===== config.mk =====
export PLATFORM = sky130hd
export DESIGN_NAME = rcml_reset_ctrl
export DESIGN_NICKNAME = d
export VERILOG_FILES = /design/src/pkg/rcml_pkg.sv /design/src/pkg/rcml_cfg_if.sv /design/src/design/rcml_reset_ctrl.sv /design/src/design/rcml_mode_latch.sv
export VERILOG_INCLUDE_DIRS = /design/src /design/src/pkg
export SDC_FILE = /design/constraint.sdc
export NUM_CORES = 1
export LEC_CHECK = 0
export BUFFER_PORTS_ARGS = -buffer_cell sky130_fd_sc_hd__buf_2
export CORE_UTILIZATION = 45
export CTS_BUF_LIST = sky130_fd_sc_hd__clkbuf_8
export DETAILED_ROUTE_END_ITERATION = 10
export GPL_ROUTABILITY_DRIVEN = 0
export GPL_TIMING_DRIVEN = 0
export HOLD_SLACK_MARGIN = 0.03
export MAX_ROUTING_LAYER = met4
export PLACE_DENSITY_LB_ADDON = 0.08
export SLEW_MARGIN = 25
export SYNTH_ARGS = -nofsm -noshare
export SYNTH_HDL_FRONTEND = slang
export SYNTH_HIERARCHICAL = 1
export SYNTH_SLANG_ARGS = --single-unit

===== constraint.sdc =====
create_clock -name MCLK_IN -period 1.5 [get_ports MCLK_IN]
set_input_delay 0.3 -clock MCLK_IN [delete_from_list [all_inputs] [get_ports MCLK_IN]]
set_output_delay 0.3 -clock MCLK_IN [all_outputs]
set_load 0.02 [all_outputs]

===== src/pkg/rcml_map.svh =====
// constants for the reset control and mode latch block
`ifndef RCML_MAP_SVH
`define RCML_MAP_SVH
`define RCML_PIN_HOLD_CYC   10'd512
`define RCML_RELEASE_CYC    10'd10
`define RCML_FIRST_BUS_CYC  10'd10
`define RCML_VECTOR_ADDR    24'h000000
`define RCML_MODE_W         16
`define RCML_BOOT8_BIT      0
`define RCML_ARB_BIT        1
`define RCML_FUNC_CODE_BIT  2
`define RCML_ADDR_LO_BIT    3
`define RCML_ADDR_HI_BIT    7
`define RCML_PORT_E_BIT     8
`define RCML_PORT_F_BIT     9
`define RCML_TEST_BIT       11
`endif


===== src/pkg/rcml_pkg.sv =====
// types for the reset control and mode latch block
package rcml_pkg;
    typedef enum logic [2:0] {
        RCML_IDLE,
        RCML_WAIT_BUS,
        RCML_DRIVE,
        RCML_RELEASE,
        RCML_BOOT
    } rcml_state_t;
    typedef struct packed {
        logic       boot_8bit;
        logic       arb_pins;
        logic       func_code_pins;
        logic [4:0] addr_pins;
        logic       port_e;
        logic       port_f;
        logic       test_mode;
        logic       synth_clock;
        logic       debug_flag;
    } rcml_cfg_t;
endpackage


===== src/pkg/rcml_cfg_if.sv =====
// carries latched configuration from the latch to the controller
interface rcml_cfg_if;
    import rcml_pkg::*;
    logic      capture;
    rcml_cfg_t cfg;
    modport latch (input capture, output cfg);
    modport ctrl  (output capture, input cfg);
endinterface


===== src/design/rcml_reset_ctrl.sv =====
// reset controller: source classification, pin drive and mode outputs
// How it works
// - reset input asserts at once; only its release passes a two-flop synchroniser.
// - four reset outputs: pin drive, clock unit, master, software system.
// - asynchronous sources assert reset at once, ignoring bus cycle.
// - synchronous sources wait for the current bus cycle to end.
// - bus monitor forced on while a synchronous reset is pending.
// - external and clock loss assert all three; test skips clock unit.
// - power-up, watchdog and halt are asynchronous, asserting all three.
// - reset instruction drives only the reset pin and software system reset, asynchronously.
// - reset is highest priority, taken at once if asynchronous, at bus cycle end if synchronous, no restart.
// - pending internal writes finish before synchronous reset acts.
// - first vector fetch address is zero, supervisor program space.
// - undriven mode pins read high, giving default configuration.
// - mode pin 0 low selects 8-bit boot port, high 16-bit.
// - boot chip-select is active as soon as reset releases.
// - pins 1 and 2 low convert chip-selects to arbitration and codes.
// - pins 3 to 7 thermometer-convert chip-selects into upper address.
// - mode pin 8 low moves bus control pins to port E.
// - mode pin 9 low moves interrupt and clock pins to port F.
// - mode pin 11 low enables factory test mode.
// - clock select high uses synthesizer, low external clock.
// - first bus cycle starts ten cycles after reset release.
// - any low breakpoint at release sets the background debug flag.
// - pin held low at least 512 cycles each time it is driven.
// - after drive, release ten cycles, test; low means drive again.
`include "rcml_map.svh"
module rcml_reset_ctrl
    import rcml_pkg::*;
#(
    parameter int HOLD_CYC = 512
)
(
    // clock, enable and reset
    input  wire logic                   MCLK_IN,
    input  wire logic                   RST_N_IN,
    input  wire logic                   CE_IN,
    // reset pin, open drain
    input  wire logic                   RESET_PIN_IN,
    output logic                        RESET_PIN_OUT,
    output logic                        RESET_PIN_OE_OUT,
    // reset sources
    input  wire logic                   POWER_UP_IN,
    input  wire logic                   WATCHDOG_IN,
    input  wire logic                   HALT_IN,
    input  wire logic                   CLOCK_LOSS_IN,
    input  wire logic                   TEST_RESET_IN,
    input  wire logic                   RESET_INSTR_IN,
    // bus status
    input  wire logic                   BUS_CYCLE_END_IN,
    input  wire logic                   BUS_BUSY_IN,
    input  wire logic                   WRITE_BUSY_IN,
    // mode pins
    input  wire logic [`RCML_MODE_W-1:0] DATA_IN,
    input  wire logic                   CLOCK_SOURCE_SELECT_IN,
    input  wire logic [1:0]             BREAKPOINT_IN,
    // reset lines
    output logic                        RESET_PIN_DRIVE_OUT,
    output logic                        CLOCK_UNIT_RESET_OUT,
    output logic                        MASTER_RESET_OUT,
    output logic                        SOFTWARE_SYSTEM_RESET_OUT,
    output logic                        BUS_MONITOR_FORCE_OUT,
    output logic                        ABORT_OUT,
    // boot and start
    output logic                        BOOT_CHIP_SELECT_OUT,
    output logic                        FIRST_BUS_CYCLE_OUT,
    output logic [23:0]                 VECTOR_ADDR_OUT,
    output logic                        SUPERVISOR_PROGRAM_OUT,
    // configuration
    output logic                        BOOT_8BIT_OUT,
    output logic                        ARB_PINS_OUT,
    output logic                        FUNCTION_CODE_PINS_OUT,
    output logic [4:0]                  ADDR_PINS_OUT,
    output logic                        GPIO_PORT_E_OUT,
    output logic                        GPIO_PORT_F_OUT,
    output logic                        TEST_MODE_OUT,
    output logic                        SYNTH_CLOCK_OUT,
    output logic                        BACKGROUND_DEBUG_FLAG_OUT
);
    typedef struct packed {
        logic        sync1;
        logic        sync2;
        rcml_state_t state;
        logic [9:0]  count;
        logic        pend_sync;
        logic        pend_clk;
        logic        mst;
        logic        clk;
        logic        pin;
        logic        sys;
        logic        mon;
        logic        abort;
        logic        boot_cs;
        logic        first;
        logic [3:0]  start_cnt;
    } rcml_st_t;

    rcml_st_t   st_reg;
    rcml_st_t   st_next;
    logic [1:0] rst_sync_reg;
    logic       rst_n;
    rcml_cfg_if cfg_bus ();

    // release of the reset input through two flops
    always_ff @(posedge MCLK_IN or negedge RST_N_IN)
    begin
        if (!RST_N_IN)
            rst_sync_reg <= 2'h0;
        else
            rst_sync_reg <= {rst_sync_reg[0], 1'b1};
    end
    assign rst_n = rst_sync_reg[1];

    rcml_mode_latch u_latch (
        .clk_in                 (MCLK_IN),
        .rst_n_in               (rst_n),
        .ce_in                  (CE_IN),
        .data_in                (DATA_IN),
        .clock_source_select_in (CLOCK_SOURCE_SELECT_IN),
        .breakpoint_in          (BREAKPOINT_IN),
        .cfg_port               (cfg_bus.latch)
    );

    // hardware catastrophic sources, never deferred
    logic async_hard;
    logic sync_req;
    logic sync_clk;
    logic pin_low;
    logic cycle_done;
    assign async_hard = POWER_UP_IN | WATCHDOG_IN | HALT_IN;
    assign sync_clk   = pin_low | CLOCK_LOSS_IN;
    assign pin_low    = ~st_reg.sync2;
    assign sync_req   = pin_low | CLOCK_LOSS_IN | TEST_RESET_IN;
    // a cycle ends with the bus and no write left half done
    assign cycle_done = (BUS_CYCLE_END_IN | ~BUS_BUSY_IN)
                        & ~WRITE_BUSY_IN;

    // synchroniser first stage is read only by the second
    always_comb
    begin
        st_next = st_reg;
        st_next.sync1 = RESET_PIN_IN;
        st_next.sync2 = st_reg.sync1;
        st_next.first = 1'b0;
        st_next.sys   = RESET_INSTR_IN;
        cfg_bus.capture = 1'b0;
        case (st_reg.state)
            RCML_IDLE, RCML_BOOT:
            begin
                if (st_reg.state == RCML_BOOT && st_reg.start_cnt != 4'h0)
                begin
                    st_next.start_cnt = st_reg.start_cnt - 4'h1;
                    if (st_reg.start_cnt == 4'h1)
                        st_next.first = 1'b1;
                end
                if (async_hard)
                begin
                    // immediate, whatever the bus is doing
                    st_next.mst   = 1'b1;
                    st_next.clk   = 1'b1;
                    st_next.pin   = 1'b1;
                    st_next.abort = 1'b1;
                    st_next.boot_cs = 1'b0;
                    st_next.count = 10'h0;
                    st_next.state = RCML_DRIVE;
                end
                else if (sync_req)
                begin
                    st_next.pend_sync = 1'b1;
                    st_next.pend_clk  = sync_clk;
                    st_next.mon   = 1'b1;
                    st_next.state = RCML_WAIT_BUS;
                end
                else if (RESET_INSTR_IN)
                begin
                    // pin only, processor keeps running
                    st_next.pin   = 1'b1;
                    st_next.count = 10'h0;
                    st_next.state = RCML_DRIVE;
                end
            end
            RCML_WAIT_BUS:
            begin
                if (sync_clk)
                    st_next.pend_clk = 1'b1;
                if (async_hard || cycle_done)
                begin
                    st_next.mst   = 1'b1;
                    st_next.clk   = st_reg.pend_clk | async_hard;
                    st_next.pin   = 1'b1;
                    st_next.mon   = 1'b0;
                    st_next.abort = 1'b1;
                    st_next.boot_cs = 1'b0;
                    st_next.pend_sync = 1'b0;
                    st_next.count = 10'h0;
                    st_next.state = RCML_DRIVE;
                end
            end
            RCML_DRIVE:
            begin
                if (async_hard)
                begin
                    st_next.mst = 1'b1;
                    st_next.clk = 1'b1;
                    st_next.abort = 1'b1;
                    st_next.boot_cs = 1'b0;
                end
                // hold at least the full time and while an asynchronous source or the reset instruction persists
                if (st_reg.count >= 10'(HOLD_CYC - 1))
                begin
                    if (!(async_hard | RESET_INSTR_IN))
                    begin
                        st_next.pin   = 1'b0;
                        st_next.count = 10'h0;
                        st_next.state = RCML_RELEASE;
                    end
                end
                else
                    st_next.count = st_reg.count + 10'h1;
            end
            RCML_RELEASE:
            begin
                if (async_hard)
                begin
                    // catastrophic source cuts the float window short
                    st_next.mst   = 1'b1;
                    st_next.clk   = 1'b1;
                    st_next.pin   = 1'b1;
                    st_next.abort = 1'b1;
                    st_next.boot_cs = 1'b0;
                    st_next.count = 10'h0;
                    st_next.state = RCML_DRIVE;
                end
                else if (st_reg.count >= `RCML_RELEASE_CYC - 10'h1)
                begin
                    st_next.count = 10'h0;
                    if (pin_low || async_hard)
                    begin
                        st_next.pin   = 1'b1;
                        st_next.state = RCML_DRIVE;
                    end
                    else
                    begin
                        // release: latch mode pins if master reset was on, open boot memory
                        cfg_bus.capture = st_reg.mst;
                        st_next.mst   = 1'b0;
                        st_next.clk   = 1'b0;
                        st_next.abort = 1'b0;
                        st_next.boot_cs = 1'b1;
                        st_next.start_cnt = 4'(`RCML_FIRST_BUS_CYC);
                        st_next.state = RCML_BOOT;
                    end
                end
                else
                    st_next.count = st_reg.count + 10'h1;
            end
            default:
                st_next.state = RCML_IDLE;
        endcase
    end

    // reset asserts master lines so the device boots after release
    always_ff @(posedge MCLK_IN or negedge rst_n)
    begin
        if (!rst_n)
        begin
            st_reg       <= '0;
            st_reg.sync1 <= 1'b1;
            st_reg.sync2 <= 1'b1;
            st_reg.mst   <= 1'b1;
            st_reg.clk   <= 1'b1;
            st_reg.pin   <= 1'b1;
            st_reg.abort <= 1'b1;
            st_reg.state <= RCML_DRIVE;
        end
        else if (CE_IN)
            st_reg <= st_next;
    end

    // configuration and reset outputs straight from flops
    logic [8:0] cfg_out_reg;
    always_ff @(posedge MCLK_IN or negedge rst_n)
    begin
        if (!rst_n)
            cfg_out_reg <= 9'h0;
        else if (CE_IN)
            cfg_out_reg <= {cfg_bus.cfg.port_e, cfg_bus.cfg.port_f,
                            cfg_bus.cfg.test_mode, cfg_bus.cfg.synth_clock,
                            cfg_bus.cfg.debug_flag, cfg_bus.cfg.boot_8bit,
                            cfg_bus.cfg.arb_pins, cfg_bus.cfg.func_code_pins,
                            1'b0};
    end

    logic [4:0] addr_out_reg;
    always_ff @(posedge MCLK_IN or negedge rst_n)
    begin
        if (!rst_n)
            addr_out_reg <= 5'h0;
        else if (CE_IN)
            addr_out_reg <= cfg_bus.cfg.addr_pins;
    end

    // open drain: drive low only, enable high while driving
    assign RESET_PIN_OUT             = 1'b0;
    assign RESET_PIN_OE_OUT          = st_reg.pin;
    assign RESET_PIN_DRIVE_OUT       = st_reg.pin;
    assign CLOCK_UNIT_RESET_OUT      = st_reg.clk;
    assign MASTER_RESET_OUT          = st_reg.mst;
    assign SOFTWARE_SYSTEM_RESET_OUT = st_reg.sys;
    assign BUS_MONITOR_FORCE_OUT     = st_reg.mon;
    assign ABORT_OUT                 = st_reg.abort;
    assign BOOT_CHIP_SELECT_OUT      = st_reg.boot_cs;
    assign FIRST_BUS_CYCLE_OUT       = st_reg.first;
    assign VECTOR_ADDR_OUT           = `RCML_VECTOR_ADDR;
    assign SUPERVISOR_PROGRAM_OUT    = 1'b1;
    assign GPIO_PORT_E_OUT           = cfg_out_reg[8];
    assign GPIO_PORT_F_OUT           = cfg_out_reg[7];
    assign TEST_MODE_OUT             = cfg_out_reg[6];
    assign SYNTH_CLOCK_OUT           = cfg_out_reg[5];
    assign BACKGROUND_DEBUG_FLAG_OUT = cfg_out_reg[4];
    assign BOOT_8BIT_OUT             = cfg_out_reg[3];
    assign ARB_PINS_OUT              = cfg_out_reg[2];
    assign FUNCTION_CODE_PINS_OUT    = cfg_out_reg[1];
    assign ADDR_PINS_OUT             = addr_out_reg;
endmodule


===== src/design/rcml_mode_latch.sv =====
// mode-select latch captured at reset release
`include "rcml_map.svh"
module rcml_mode_latch
    import rcml_pkg::*;
(
    // clock and reset
    input  wire logic                   clk_in,
    input  wire logic                   rst_n_in,
    input  wire logic                   ce_in,
    // sampled pins
    input  wire logic [`RCML_MODE_W-1:0] data_in,
    input  wire logic                   clock_source_select_in,
    input  wire logic [1:0]             breakpoint_in,
    // to controller
    rcml_cfg_if.latch                   cfg_port
);
    rcml_cfg_t cfg_reg;
    rcml_cfg_t cfg_next;

    // data and breakpoint pins are active low: low picks the alternate function; clock select is not inverted
    always_comb
    begin
        cfg_next = cfg_reg;
        if (cfg_port.capture)
        begin
            cfg_next.boot_8bit   = ~data_in[`RCML_BOOT8_BIT];
            cfg_next.arb_pins    = ~data_in[`RCML_ARB_BIT];
            cfg_next.func_code_pins = ~data_in[`RCML_FUNC_CODE_BIT];
            cfg_next.port_e      = ~data_in[`RCML_PORT_E_BIT];
            cfg_next.port_f      = ~data_in[`RCML_PORT_F_BIT];
            cfg_next.test_mode   = ~data_in[`RCML_TEST_BIT];
            cfg_next.synth_clock = clock_source_select_in;
            cfg_next.debug_flag  = ~(&breakpoint_in);
            // thermometer: a low pin also converts all lower selects
            for (int i = 0; i < 5; i++)
            begin
                cfg_next.addr_pins[i] = 1'b0;
                for (int j = `RCML_ADDR_LO_BIT + i;
                     j <= `RCML_ADDR_HI_BIT; j++)
                    cfg_next.addr_pins[i] =
                        cfg_next.addr_pins[i] | ~data_in[j];
            end
        end
    end

    // reset configuration matches all pins pulled high, except synth_clock, which resets low
    always_ff @(posedge clk_in or negedge rst_n_in)
    begin
        if (!rst_n_in)
            cfg_reg <= '0;
        else if (ce_in)
            cfg_reg <= cfg_next;
    end

    assign cfg_port.cfg = cfg_reg;
endmodule


# Word-level counts from Yosys, hierarchy flattened
# Cells that the tools add are included.
# word_totals
reg_bits,56
output_inout_bits,48
inputBits,32
# op_classes
magnitude_cmp,2
bitwise,33
n_eq_ne,23
mux,50
addsub,2
n_reduce_logical,21
# ops
op,count
two-way mux 13 bit,4
case mux 10 bit (4 select lines),1
two-way mux 10 bit,3
two-way mux 3 bit,8
case mux 3 bit (4 select lines),2
AND reduction 6 bit,4
inequality test 2 bit (second input constant),10
inequality test 3 bit (second input constant),6
two-way mux 1 bit,17
bitwise OR 1 bit,17
NOT 1 bit,15
AND reduction 5 bit,3
two-way mux 14 bit,1
two-way mux 2 bit,6
two-way mux 4 bit,3
adder 10 x 1 -> 10 bit (second input constant),1
greater-or-equal comparator 10 x 4 -> 1 bit (second input constant),1
greater-or-equal comparator 10 x 9 -> 1 bit (second input constant),1
AND reduction 9 bit,1
case mux 4 bit (2 select lines),1
nonzero test 4 bit,2
equality test 3 x 2 -> 1 bit (second input constant),2
case mux 2 bit (3 select lines),1
two-way mux 5 bit,1
16 further kinds,20

# Logic depth before layout (Yosys ltp)
# Gate-level depths: netlist of run 1.
# logic_depth
ltp_word,8
mapped_depth,9
depth_no_buf,7

# Cells and area by module
# The synthesis of run 1 kept the hierarchy.
# by_module_without_submodules
mod,instances,seq_area_each_um2,area_per_inst_um2,cells_per_inst
rcml_reset_ctrl,1,1084.8,2456.1,238
rcml_mode_latch,1,325.3,538.0,43

# Worst setup path before layout of run 1
# Ideal clock, no wire load.
# synth_path
path_type,flip-flop to flip-flop
startpoint,register st_reg[14] (netlist name)
endpoint,register u_latch.cfg_reg (netlist bit u_latch/cfg_port.cfg[1])
stages_incl_launch_ff,10
t_required_ns,1.375
setup_ns,0.125
arrival_ns,2.369
path_slack_ns,-0.994
period_less_slack_ns,2.494
cell_sequence,dfrtp_1 inv_1 ha_1 or3b_2 a2111o_1 and3_1 buf_6 and2_1 buf_6 mux2_4
# synth_via
elab_chain_cells,5
# synth_rtl
element,line,rtl
"start, declared",rcml_reset_ctrl.sv:98,rcml_st_t st_reg;
"start signal, assigned",rcml_reset_ctrl.sv:277,st_reg <= st_next;
greater-or-equal comparator 10 x 4 -> 1 bit,rcml_reset_ctrl.sv:234,else if (st_reg.count >= `RCML_RELEASE_CYC - 10'h1)
two-way mux 1 bit,rcml_reset_ctrl.sv:234,
two-way mux 1 bit,rcml_reset_ctrl.sv:223,if (async_hard)
two-way mux 1 bit,rcml_reset_ctrl.sv:147,case (st_reg.state)
named net cfg_bus.capture,rcml_cfg_if.sv:4,logic capture;
AND reduction 2 bit (no source line),n/a,
"end signal, assigned",rcml_mode_latch.sv:52,cfg_reg <= cfg_next;
"end, declared",rcml_mode_latch.sv:17,rcml_cfg_t cfg_reg;
# The timed path passes the listed nets, and every way through them passes these cells.
# A chain may end at the register's enable or synchronous reset.

# Final worst setup path of run 1
# Same ends and word-level chain as after synthesis.

==> results.cfg, run 1 <==
[outcome]
outcome = finished with violations
violations = negative setup slack

[sta]
drv_slew = 0
fin_hold_ws_ps = 139
setup_viol = 35
fmax_ghz = 0.444
period_minus_slack_ps = 2250
skew_ps = 8.65
worst_slew_pin_slew_ps = 677
period_share_pct = 150
hold_violations = 0
rsz0062_at_grt = true
fin_ws_ps = -752
slew_headroom_pct = 54.9

[grt]
grt_overflow = 0
grt_first_pass_wirelength_um = 10300
gr-usage-all-layers_pct = 18.9
antenna_found_initial = 0
grt_max_degree = 55
grt_pass1_vias = 2196

[floorplan]
die_width_um = 83.6
dieArea_mm2 = 0.00698
ioPinCount = 80
die_h_um = 83.6
core_area_mm2 = 0.00639
start_util_pct = 46.9
rows = 29

[worst_setup_path]
critPathCaptureType = flop
arrival_ps = 2470
required_ps = 1720
crit_fanout = 5
r2r_slack_ps = -750
r2r-start = st_reg[14]
r2r_end = u_latch/cfg_port.cfg[1]
critPathKind = flop to flop
start_kind = flop
reg2reg_depth = 7

[power]
leakagePower_nw = 1.86
powerDensity_mw_per_mm2 = 1150
p_total_w = 0.00441
irDropWorstVdd_v = 0.000637

[logic_synthesis]
ys_types = 58
synth-compound-area-share_pct = 16.5
synthSimpleGateAreaFrac_pct = 12.0
synth_seq_cells = 56
synth-adder-area-share_pct = 2.51
yosysWarnings = 6
synth_cells = 281
muxShareOfSynthArea_pct = 10.3
synth_edf_count = 0
syn_avg_cell_area_um2 = 10.7
synth.largest_area_cell = dfrtp_1
synth_top_family_by_area = compound AO/OA/AOI/OAI gates
ys_seq_area_share_pct = 47.1
synth_most_common_cell = dfrtp_1
synthesis.area_mm2 = 0.00299
ys_top_cells_by_count = dfrtp_1 (49), buf_4 (27), inv_1 (20), a21oi_1 (16), mux2_2 (15)
yosysTopAreaCellShare_pct = 41.0
synth.area.top_cells = dfrtp_1 (41%), buf_4 (6.8%), dfstp_2 (6.1%)
synth-main-ff-cell = dfrtp_1
async_flop_share_pct = 100
synthXorXnorAreaFrac_pct = 0

[clock_network]
cts_made_buffers = 5
clk_pin_slew_ps = 110
cts_tree = done
worstSkewPairLatency_ps = 320
cts_root_buf = clkbuf_8
cts_max_level = 2
cts.sinks = 56
clock_path_buffers = 2

[place]
dpl.hpwl_um = 4290
portBuffers = 48
dp_slack_ps = -1170

[finish]
drive_gt1_share_pct = 45.0
largest_reg_flops = 19
nNetsFinal = 410
num_antenna_cells = 0
n_fill_cell = 548
final-seq-area_mm2 = 0.00141
utilization_pct = 59.9
area_growth_pct = 27.8
multi_input_comb_area_mm2 = 0.00154

[detailed_routing]
drtIter0Drc = 167
antenna_left = 0
detailroute.via_count = 2343
drt_wl_total_um = 6180
drc = 0
wire_per_inst_um = 13.7
viasPerCell = 5.21
drt_first_pass_iters = 4

[worst_hold_path]
hold_depth = 2
hp-start = DATA_IN[11]
hold_path_end = u_latch/cfg_port.cfg[2]
worst_hold_path_type = input port to flop

[flow_run]
cap_viol_max_count = 0
==> layout make-up <==
cell class	count	area share, %
timing repair buffer	61	9.38
sequential	56	36.9
clock buffer	5	1.80
multi-input combinational	191	40.2
tap	77	2.52
buffer	37	6.64
clock inverter	3	0.588
inverter	20	1.96
==> critical path, cell delays in order, from the launching register on <==
cell      delay [ps]
dfrtp_1          430
inv_2             90
ha_4             110
or3b_4           370
a2111o_1         460
and3_4           230
and2_4           170
mux2_4           290
==> report_power, final <==
part           internal (W)  switching [W]
Combinational      0.000791       0.000936
Sequential          0.00167       0.000144
Clock              0.000336       0.000529
Total               0.00280        0.00161
==> metrics by stage <==
| stage | cells | cell area [um2] | setup TNS [ps] |
|---|---|---|---|
| floorplan | 306 | 3130 | -18530 |
| global placement | 431 | 3470 | -36010 |
| detailed placement | 431 | 3470 | -36190 |
| CTS | 449 | 3710 | -24450 |
| global route | 450 | 3830 | -26500 |
| finish | 450 | 3830 | -22730 |
==> how the worst max path moves through the flow <==
stage / depth (start not counted) / from / slack [ps] / end
finish: 7 / st_reg[14] / -750 / u_latch/cfg_port.cfg[1]
global route: 7 / st_reg[14] / -840 / st_reg[24]
CTS: 7 / st_reg[14] / -780 / u_latch/cfg_port.cfg[1]
detailed placement: 9 / HALT_IN / -1170 / u_latch/cfg_port.cfg[1]
global placement: 9 / HALT_IN / -1200 / u_latch/cfg_port.cfg[1]
floorplan: 9 / st_reg[14] / -820 / u_latch/cfg_port.cfg[1]
==> cell usage in the layout (no fill, tap or decap), types with 3 or more instances in the layout <==
cell	instances
buf_2	51
dfrtp_1	48
buf_4	34
conb_1	27
inv_1	18
mux2_2	15
a21oi_1	11
nand2_1	8
nor2_1	8
mux2i_1	8
dfstp_2	7
nand3_1	6
o211ai_1	6
clkbuf_2	5
nand4_1	5
clkbuf_8	5
buf_6	5
o21ai_0	4
and3_1	4
a32o_1	4
mux2_4	4
a31oi_1	4
a21oi_2	4
ha_1	4
nor3_1	3
o21ai_1	3
nor2b_1	3
==> cells by family (layout without fill, tap and decap cells) <==
kind of cell / count (synthesis) / count (layout)
AND/OR/NAND/NOR: 64 / 64
multiplexers: 27 / 27
buffers and inverters: 59 / 126
other: 2 / 27
AO/OA/AOI/OAI: 67 / 67
adder cells (fa/ha/maj): 6 / 6
flip-flops: 56 / 56
==> routing by layer <==
layer / vias up / global-route usage (%) / routed length [um]
met1: 1104 / 25.8 / 2920
met4: 0 / 6.32 / 93
met2: 76 / 29.3 / 2860
met3: 8 / 2.67 / 299
met5: - / - / 0
li1: 1155 / - / -
==> timing repair <==
action,in CTS,in global routing
resized for setup,19,31
pin swaps,9,7
buffers inserted,11,1
endpoints found under the setup margin,48,38
hold buffers,1,0
hold endpoints to repair,2,0
No activity file was read; power rests on OpenSTA's default activity.
==> inputs of run 2 (changes only) <==
--- a/config.mk
+++ b/config.mk
@@ -15,7 +15,8 @@
 export HOLD_SLACK_MARGIN = 0.03
 export MAX_ROUTING_LAYER = met4
 export PLACE_DENSITY_LB_ADDON = 0.08
-export SLEW_MARGIN = 25
+export RECOVER_POWER = 25
+export SLEW_MARGIN = 20
 export SYNTH_ARGS = -nofsm -noshare
 export SYNTH_HDL_FRONTEND = slang
 export SYNTH_HIERARCHICAL = 1
==> run 2 against run 1 <==
The run still ends with negative setup slack left. Sequential power hardly changed. Design area hardly changed. Routed wire length is 0.18% lower. Die area stayed put. Power hardly changed. Critical endpoint unchanged. Fmax hardly changed. Via count hardly changed. Largest cell class unchanged. Utilization is 0.059 points lower. Setup slack worse by 1.4 ps. Cell count stayed put. Register-to-register slack hardly changed. Critical path depth stayed put.
==> results.cfg, run 2 (synthesis results as in run 1) <==
[sta]
tns_ps = -22720
worst_slew_pin_slew_ps = 1130
rsz0062_at_grt = true
skew_ps = 8.20
fin_ws_ps = -754
drv_slew = 0
period_share_pct = 150
period_minus_slack_ps = 2250
hold_violations = 0
slew_headroom_pct = 24.9
setup_viol = 35
fmax_ghz = 0.444

[floorplan]
dieArea_mm2 = 0.00698
die_h_um = 83.6
rows = 29
die_width_um = 83.6
core_area_mm2 = 0.00639
ioPinCount = 80
start_util_pct = 46.9

[finish]
layout_common_cells = buf_2 (50), dfrtp_1 (48), buf_4 (34)
finalNonFillerCells = 450
num_antenna_cells = 0
nNetsFinal = 410
largest_reg_flops = 19
drive_gt1_share_pct = 44.8
final_common_cell = buf_2
area_growth_pct = 27.7

[clock_network]
cts_root_buf = clkbuf_8
cts_max_level = 2
clock_path_buffers = 2
cts.sinks = 56
clk_pin_slew_ps = 110
worstSkewPairLatency_ps = 320
cts_made_buffers = 5
cts_tree = done

[detailed_routing]
antenna_left = 0
drt_first_pass_iters = 4
wire_per_inst_um = 13.7
detailroute.via_count = 2342
drt_wl_total_um = 6160
drc = 0
drtIter0Drc = 166
viasPerCell = 5.20

[worst_setup_path]
arrival_ps = 2470
critPathKind = flop to flop
critPathCaptureType = flop
start_kind = flop
required_ps = 1710
crit_fanout = 5

[grt]
gr-usage-all-layers_pct = 18.9
grt_overflow = 0
grt_pass1_vias = 2196
grt_max_degree = 55
antenna_found_initial = 0
grt_first_pass_wirelength_um = 10300

[outcome]
violations = negative setup slack
outcome = finished with violations

[power]
leakagePower_nw = 1.86
irDropWorstVdd_v = 0.000637
powerDensity_mw_per_mm2 = 1150

[flow_run]
cap_viol_max_count = 0

[place]
portBuffers = 48
placedCellCount = 431
dpl.hpwl_um = 4290

[worst_hold_path]
worst_hold_path_type = input port to flop
-- run 2: cell types whose count changed in the layout (fill, tap and decap cells not counted), sizes merged --
cell,change
buf,-1
clkbuf,+1
-- run 2: area by class of cell --
class	count	area, um2
sequential	56	1410
clock buffer	5	68.8
fill	547	2560
tap	77	96.3
inverter	20	75.1
timing repair buffer	61	358
multi-input combinational	191	1540
buffer	37	254
clock inverter	3	22.5
-- run 2: per-stage QoR --
| step | worst slack, ps | instance area, um2 | power [W] | util (%) | hold WS (ps) |
|---|---|---|---|---|---|
| 2_1_floorplan | -823 | 3130 | 0.00294 | - | 4.41 |
| 3_3_place_gp | -1200 | 3470 | 0.00324 | 54.3 | 85.6 |
| 3_5_place_dp | -1170 | 3470 | 0.00325 | 54.3 | 90.4 |
| 4_1_cts | -778 | 3710 | 0.00434 | 58.0 | 133 |
| 5_1_grt | -836 | 3820 | 0.00467 | 59.9 | 136 |
| 6_report | -754 | 3820 | 0.00441 | 59.9 | 139 |
-- run 2: timing repair --
item                                    CTS  global route
endpoints found under the setup margin   48            38
hold buffers                              1             0
gates resized for setup                  19            31
endpoints found under the hold margin     2             0
pin swaps                                 9             7
buffers inserted                         11             1
-- run 2: final timing paths --
path,slack [ps],startpoint,depth (start not counted),end
worst max register to register,-750,st_reg[14],7,u_latch/cfg_port.cfg[1]
worst max-delay path,-750,st_reg[14],7,u_latch/cfg_port.cfg[1]
worst min register to register,370,rst_sync_reg[0],0,rst_sync_reg[1]
min in group asynchronous,290,RST_N_IN,2,rst_sync_reg[0]
max in group asynchronous,310,rst_sync_reg[1],0,cfg_out_reg[7]
worst min-delay path,140,DATA_IN[11],2,u_latch/cfg_port.cfg[2]
-- run 2: critical path, stage by stage (launching register included) --
cell and delay [ps]:
dfrtp_1 430, inv_2 90, ha_4 110, or3b_4 370, a2111o_1 460, and3_4 230, and2_4 170, mux2_4 290
-- run 2: where the power goes --
| group | internal (W) | switching [W] |
|---|---|---|
| combinational | 0.000791 | 0.000934 |
| sequential | 0.00167 | 0.000144 |
| clock | 0.000336 | 0.000529 |
-- run 2: per-layer routing --
metal  track usage, %  wire (um)  vias up
met5                -          0        -
met4             6.32         93        0
met3             2.67        306        8
met2             29.3       2860       80
met1             25.8       2910     1099
li1                 -          -     1155
==> inputs of run 3 (changes only) <==
--- a/config.mk
+++ b/config.mk
@@ -7,7 +7,7 @@
 export NUM_CORES = 1
 export LEC_CHECK = 0
 export BUFFER_PORTS_ARGS = -buffer_cell sky130_fd_sc_hd__buf_2
-export CORE_UTILIZATION = 45
+export CORE_UTILIZATION = 40
 export CTS_BUF_LIST = sky130_fd_sc_hd__clkbuf_8
 export DETAILED_ROUTE_END_ITERATION = 10
 export GPL_ROUTABILITY_DRIVEN = 0
==> run 3 against run 2 <==
The run still ends with negative setup slack left. Non-clock buffer count is the same. Hold slack better by 18 ps. Power rose by 7.8%. First-iteration DRC count down 19%. Sequential power about the same. Count of clock-buffer cells in the layout unchanged. Combinational power rose by 3%.
==> results.cfg, run 3 (synthesis results as in run 1) <==
[power]
sw_frac_of_total_pct = 33.1
power_frac_seq_pct = 38.3
irDropWorstVdd_v = 0.000460
leakagePower_nw = 1.88
p_switching_w = 0.00157
pwr-share-clk_pct = 24.1
powerDensity_mw_per_mm2 = 1210
p_int_w = 0.00318
comb_power_share_pct = 37.6

[sta]
period_share_pct = 148
slew_headroom_pct = 22.8
fin_hold_ws_ps = 158
hold_violations = 0
worst_slew_pin_slew_ps = 1160
period_minus_slack_ps = 2220
skew_ps = 10.2
drv_slew = 0
setup_viol = 35
fin_ws_ps = -721
rsz0062_at_grt = true
fmax_ghz = 0.450

[flow_run]
cap_viol_max_count = 0

[finish]
nNetsFinal = 410
area_growth_pct = 30.9
num_antenna_cells = 0
layout_common_cells = buf_2 (49), dfrtp_1 (48), buf_4 (35)
largest_reg_flops = 19
drive_gt1_share_pct = 45.6
utilization_pct = 54.0
final_common_cell = buf_2

[worst_setup_path]
crit_fanout = 5
arrival_ps = 2420
slowest_delay_ps = 460
r2r_slack_ps = -720
required_ps = 1700
critPathCaptureType = flop
crit_path_top_delay_cell = a2111o_1
start_kind = flop
critPathKind = flop to flop
path_cells = inv_2 > ha_4 > or3b_4 > a2111o_1 > and3_4 > and2_4 > mux2_4
crit_family = simple AND/OR/NAND/NOR gates
path_buf_inv = 1

[detailed_routing]
wire_per_inst_um = 13.5
drtIter0Drc = 134
viasPerCell = 4.85
drc = 0
antenna_left = 0
detailroute.via_count = 2290
drt_first_pass_iters = 4
drt_wl_total_um = 6360

[floorplan]
core_area_mm2 = 0.00725
die_h_um = 88.5
die_width_um = 88.5
dieArea_mm2 = 0.00783
start_util_pct = 41.3
ioPinCount = 80
rows = 31

[clock_network]
clk_pin_slew_ps = 100
cts_tree = done
cts_max_level = 2
clock_path_buffers = 2
worstSkewPairLatency_ps = 300
cts.sinks = 56
cts_made_buffers = 5
cts_root_buf = clkbuf_8

[grt]
grt_overflow = 0
antenna_found_initial = 0
grt_pass1_vias = 2171
gr-usage-all-layers_pct = 17.5
grt_max_degree = 55
grt_first_pass_wirelength_um = 10200

[worst_hold_path]
worst_hold_path_type = input port to flop

[place]
dpl.hpwl_um = 4480
portBuffers = 48
dp_slack_ps = -1220

[outcome]
violations = negative setup slack
outcome = finished with violations
run 3: repair_timing:
| item | CTS | global route |
|---|---|---|
| pin swaps | 9 | 7 |
| endpoints found under the hold margin | 2 | 0 |
| setup buffers | 10 | 3 |
| hold buffers | 1 | 0 |
| gates resized for setup | 25 | 29 |
| endpoints found under the setup margin | 49 | 39 |
run 3: worst paths after layout:
check,startpoint,end,cells after the start
worst max-delay path,st_reg[14],u_latch/cfg_port.cfg[1],7
worst min-delay path,DATA_IN[2],u_latch/cfg_port.cfg[10],2
worst max register to register,st_reg[14],u_latch/cfg_port.cfg[1],7
worst min register to register,rst_sync_reg[0],rst_sync_reg[1],0
max in group asynchronous,rst_sync_reg[1],cfg_out_reg[3],0
min in group asynchronous,RST_N_IN,rst_sync_reg[1],2
run 3: layout make-up:
type	count	area (um2)
sequential	56	1410
tap	99	124
clock inverter	3	63.8
buffer	36	253
multi-input combinational	191	1550
inverter	20	75.1
fill	649	3330
clock buffer	5	68.8
timing repair buffer	62	374
run 3: metal layers:
layer / vias to the layer above / track usage, % / wire, um
met5: - / - / 0
met4: 0 / 4.25 / 39
met2: 69 / 28.4 / 2970
met3: 4 / 3.36 / 283
li1: 1143 / - / -
met1: 1074 / 22.6 / 3070
run 3: power groups by stage:
stage	Sequential (W)	Clock [W]	Combinational (W)
after floorplan	0.00185	0	0.00108
after global placement	0.00184	0	0.00141
after detailed placement	0.00185	0	0.00141
after CTS	0.00183	0.00117	0.00171
after global routing	0.00185	0.00123	0.00195
final	0.00182	0.00114	0.00179
run 3: per-stage QoR:
stage	power [W]	instances	instance area [um2]	TNS, ps
2_1_floorplan	0.00294	306	3130	-18530
3_3_place_gp	0.00325	453	3490	-38920
3_5_place_dp	0.00326	453	3500	-37920
4_1_cts	0.00471	470	3810	-24470
5_1_grt	0.00504	472	3920	-25540
6_report	0.00475	472	3920	-21900
run 3: worst reg2reg max path: cells and delay by family (launching register included):
kind / cells / cell delay (ps)
compound gates: 1 / 460
fa+ha+maj: 1 / 120
buf+inv: 1 / 90
flops: 1 / 430
mux: 1 / 290
simple gates: 3 / 740
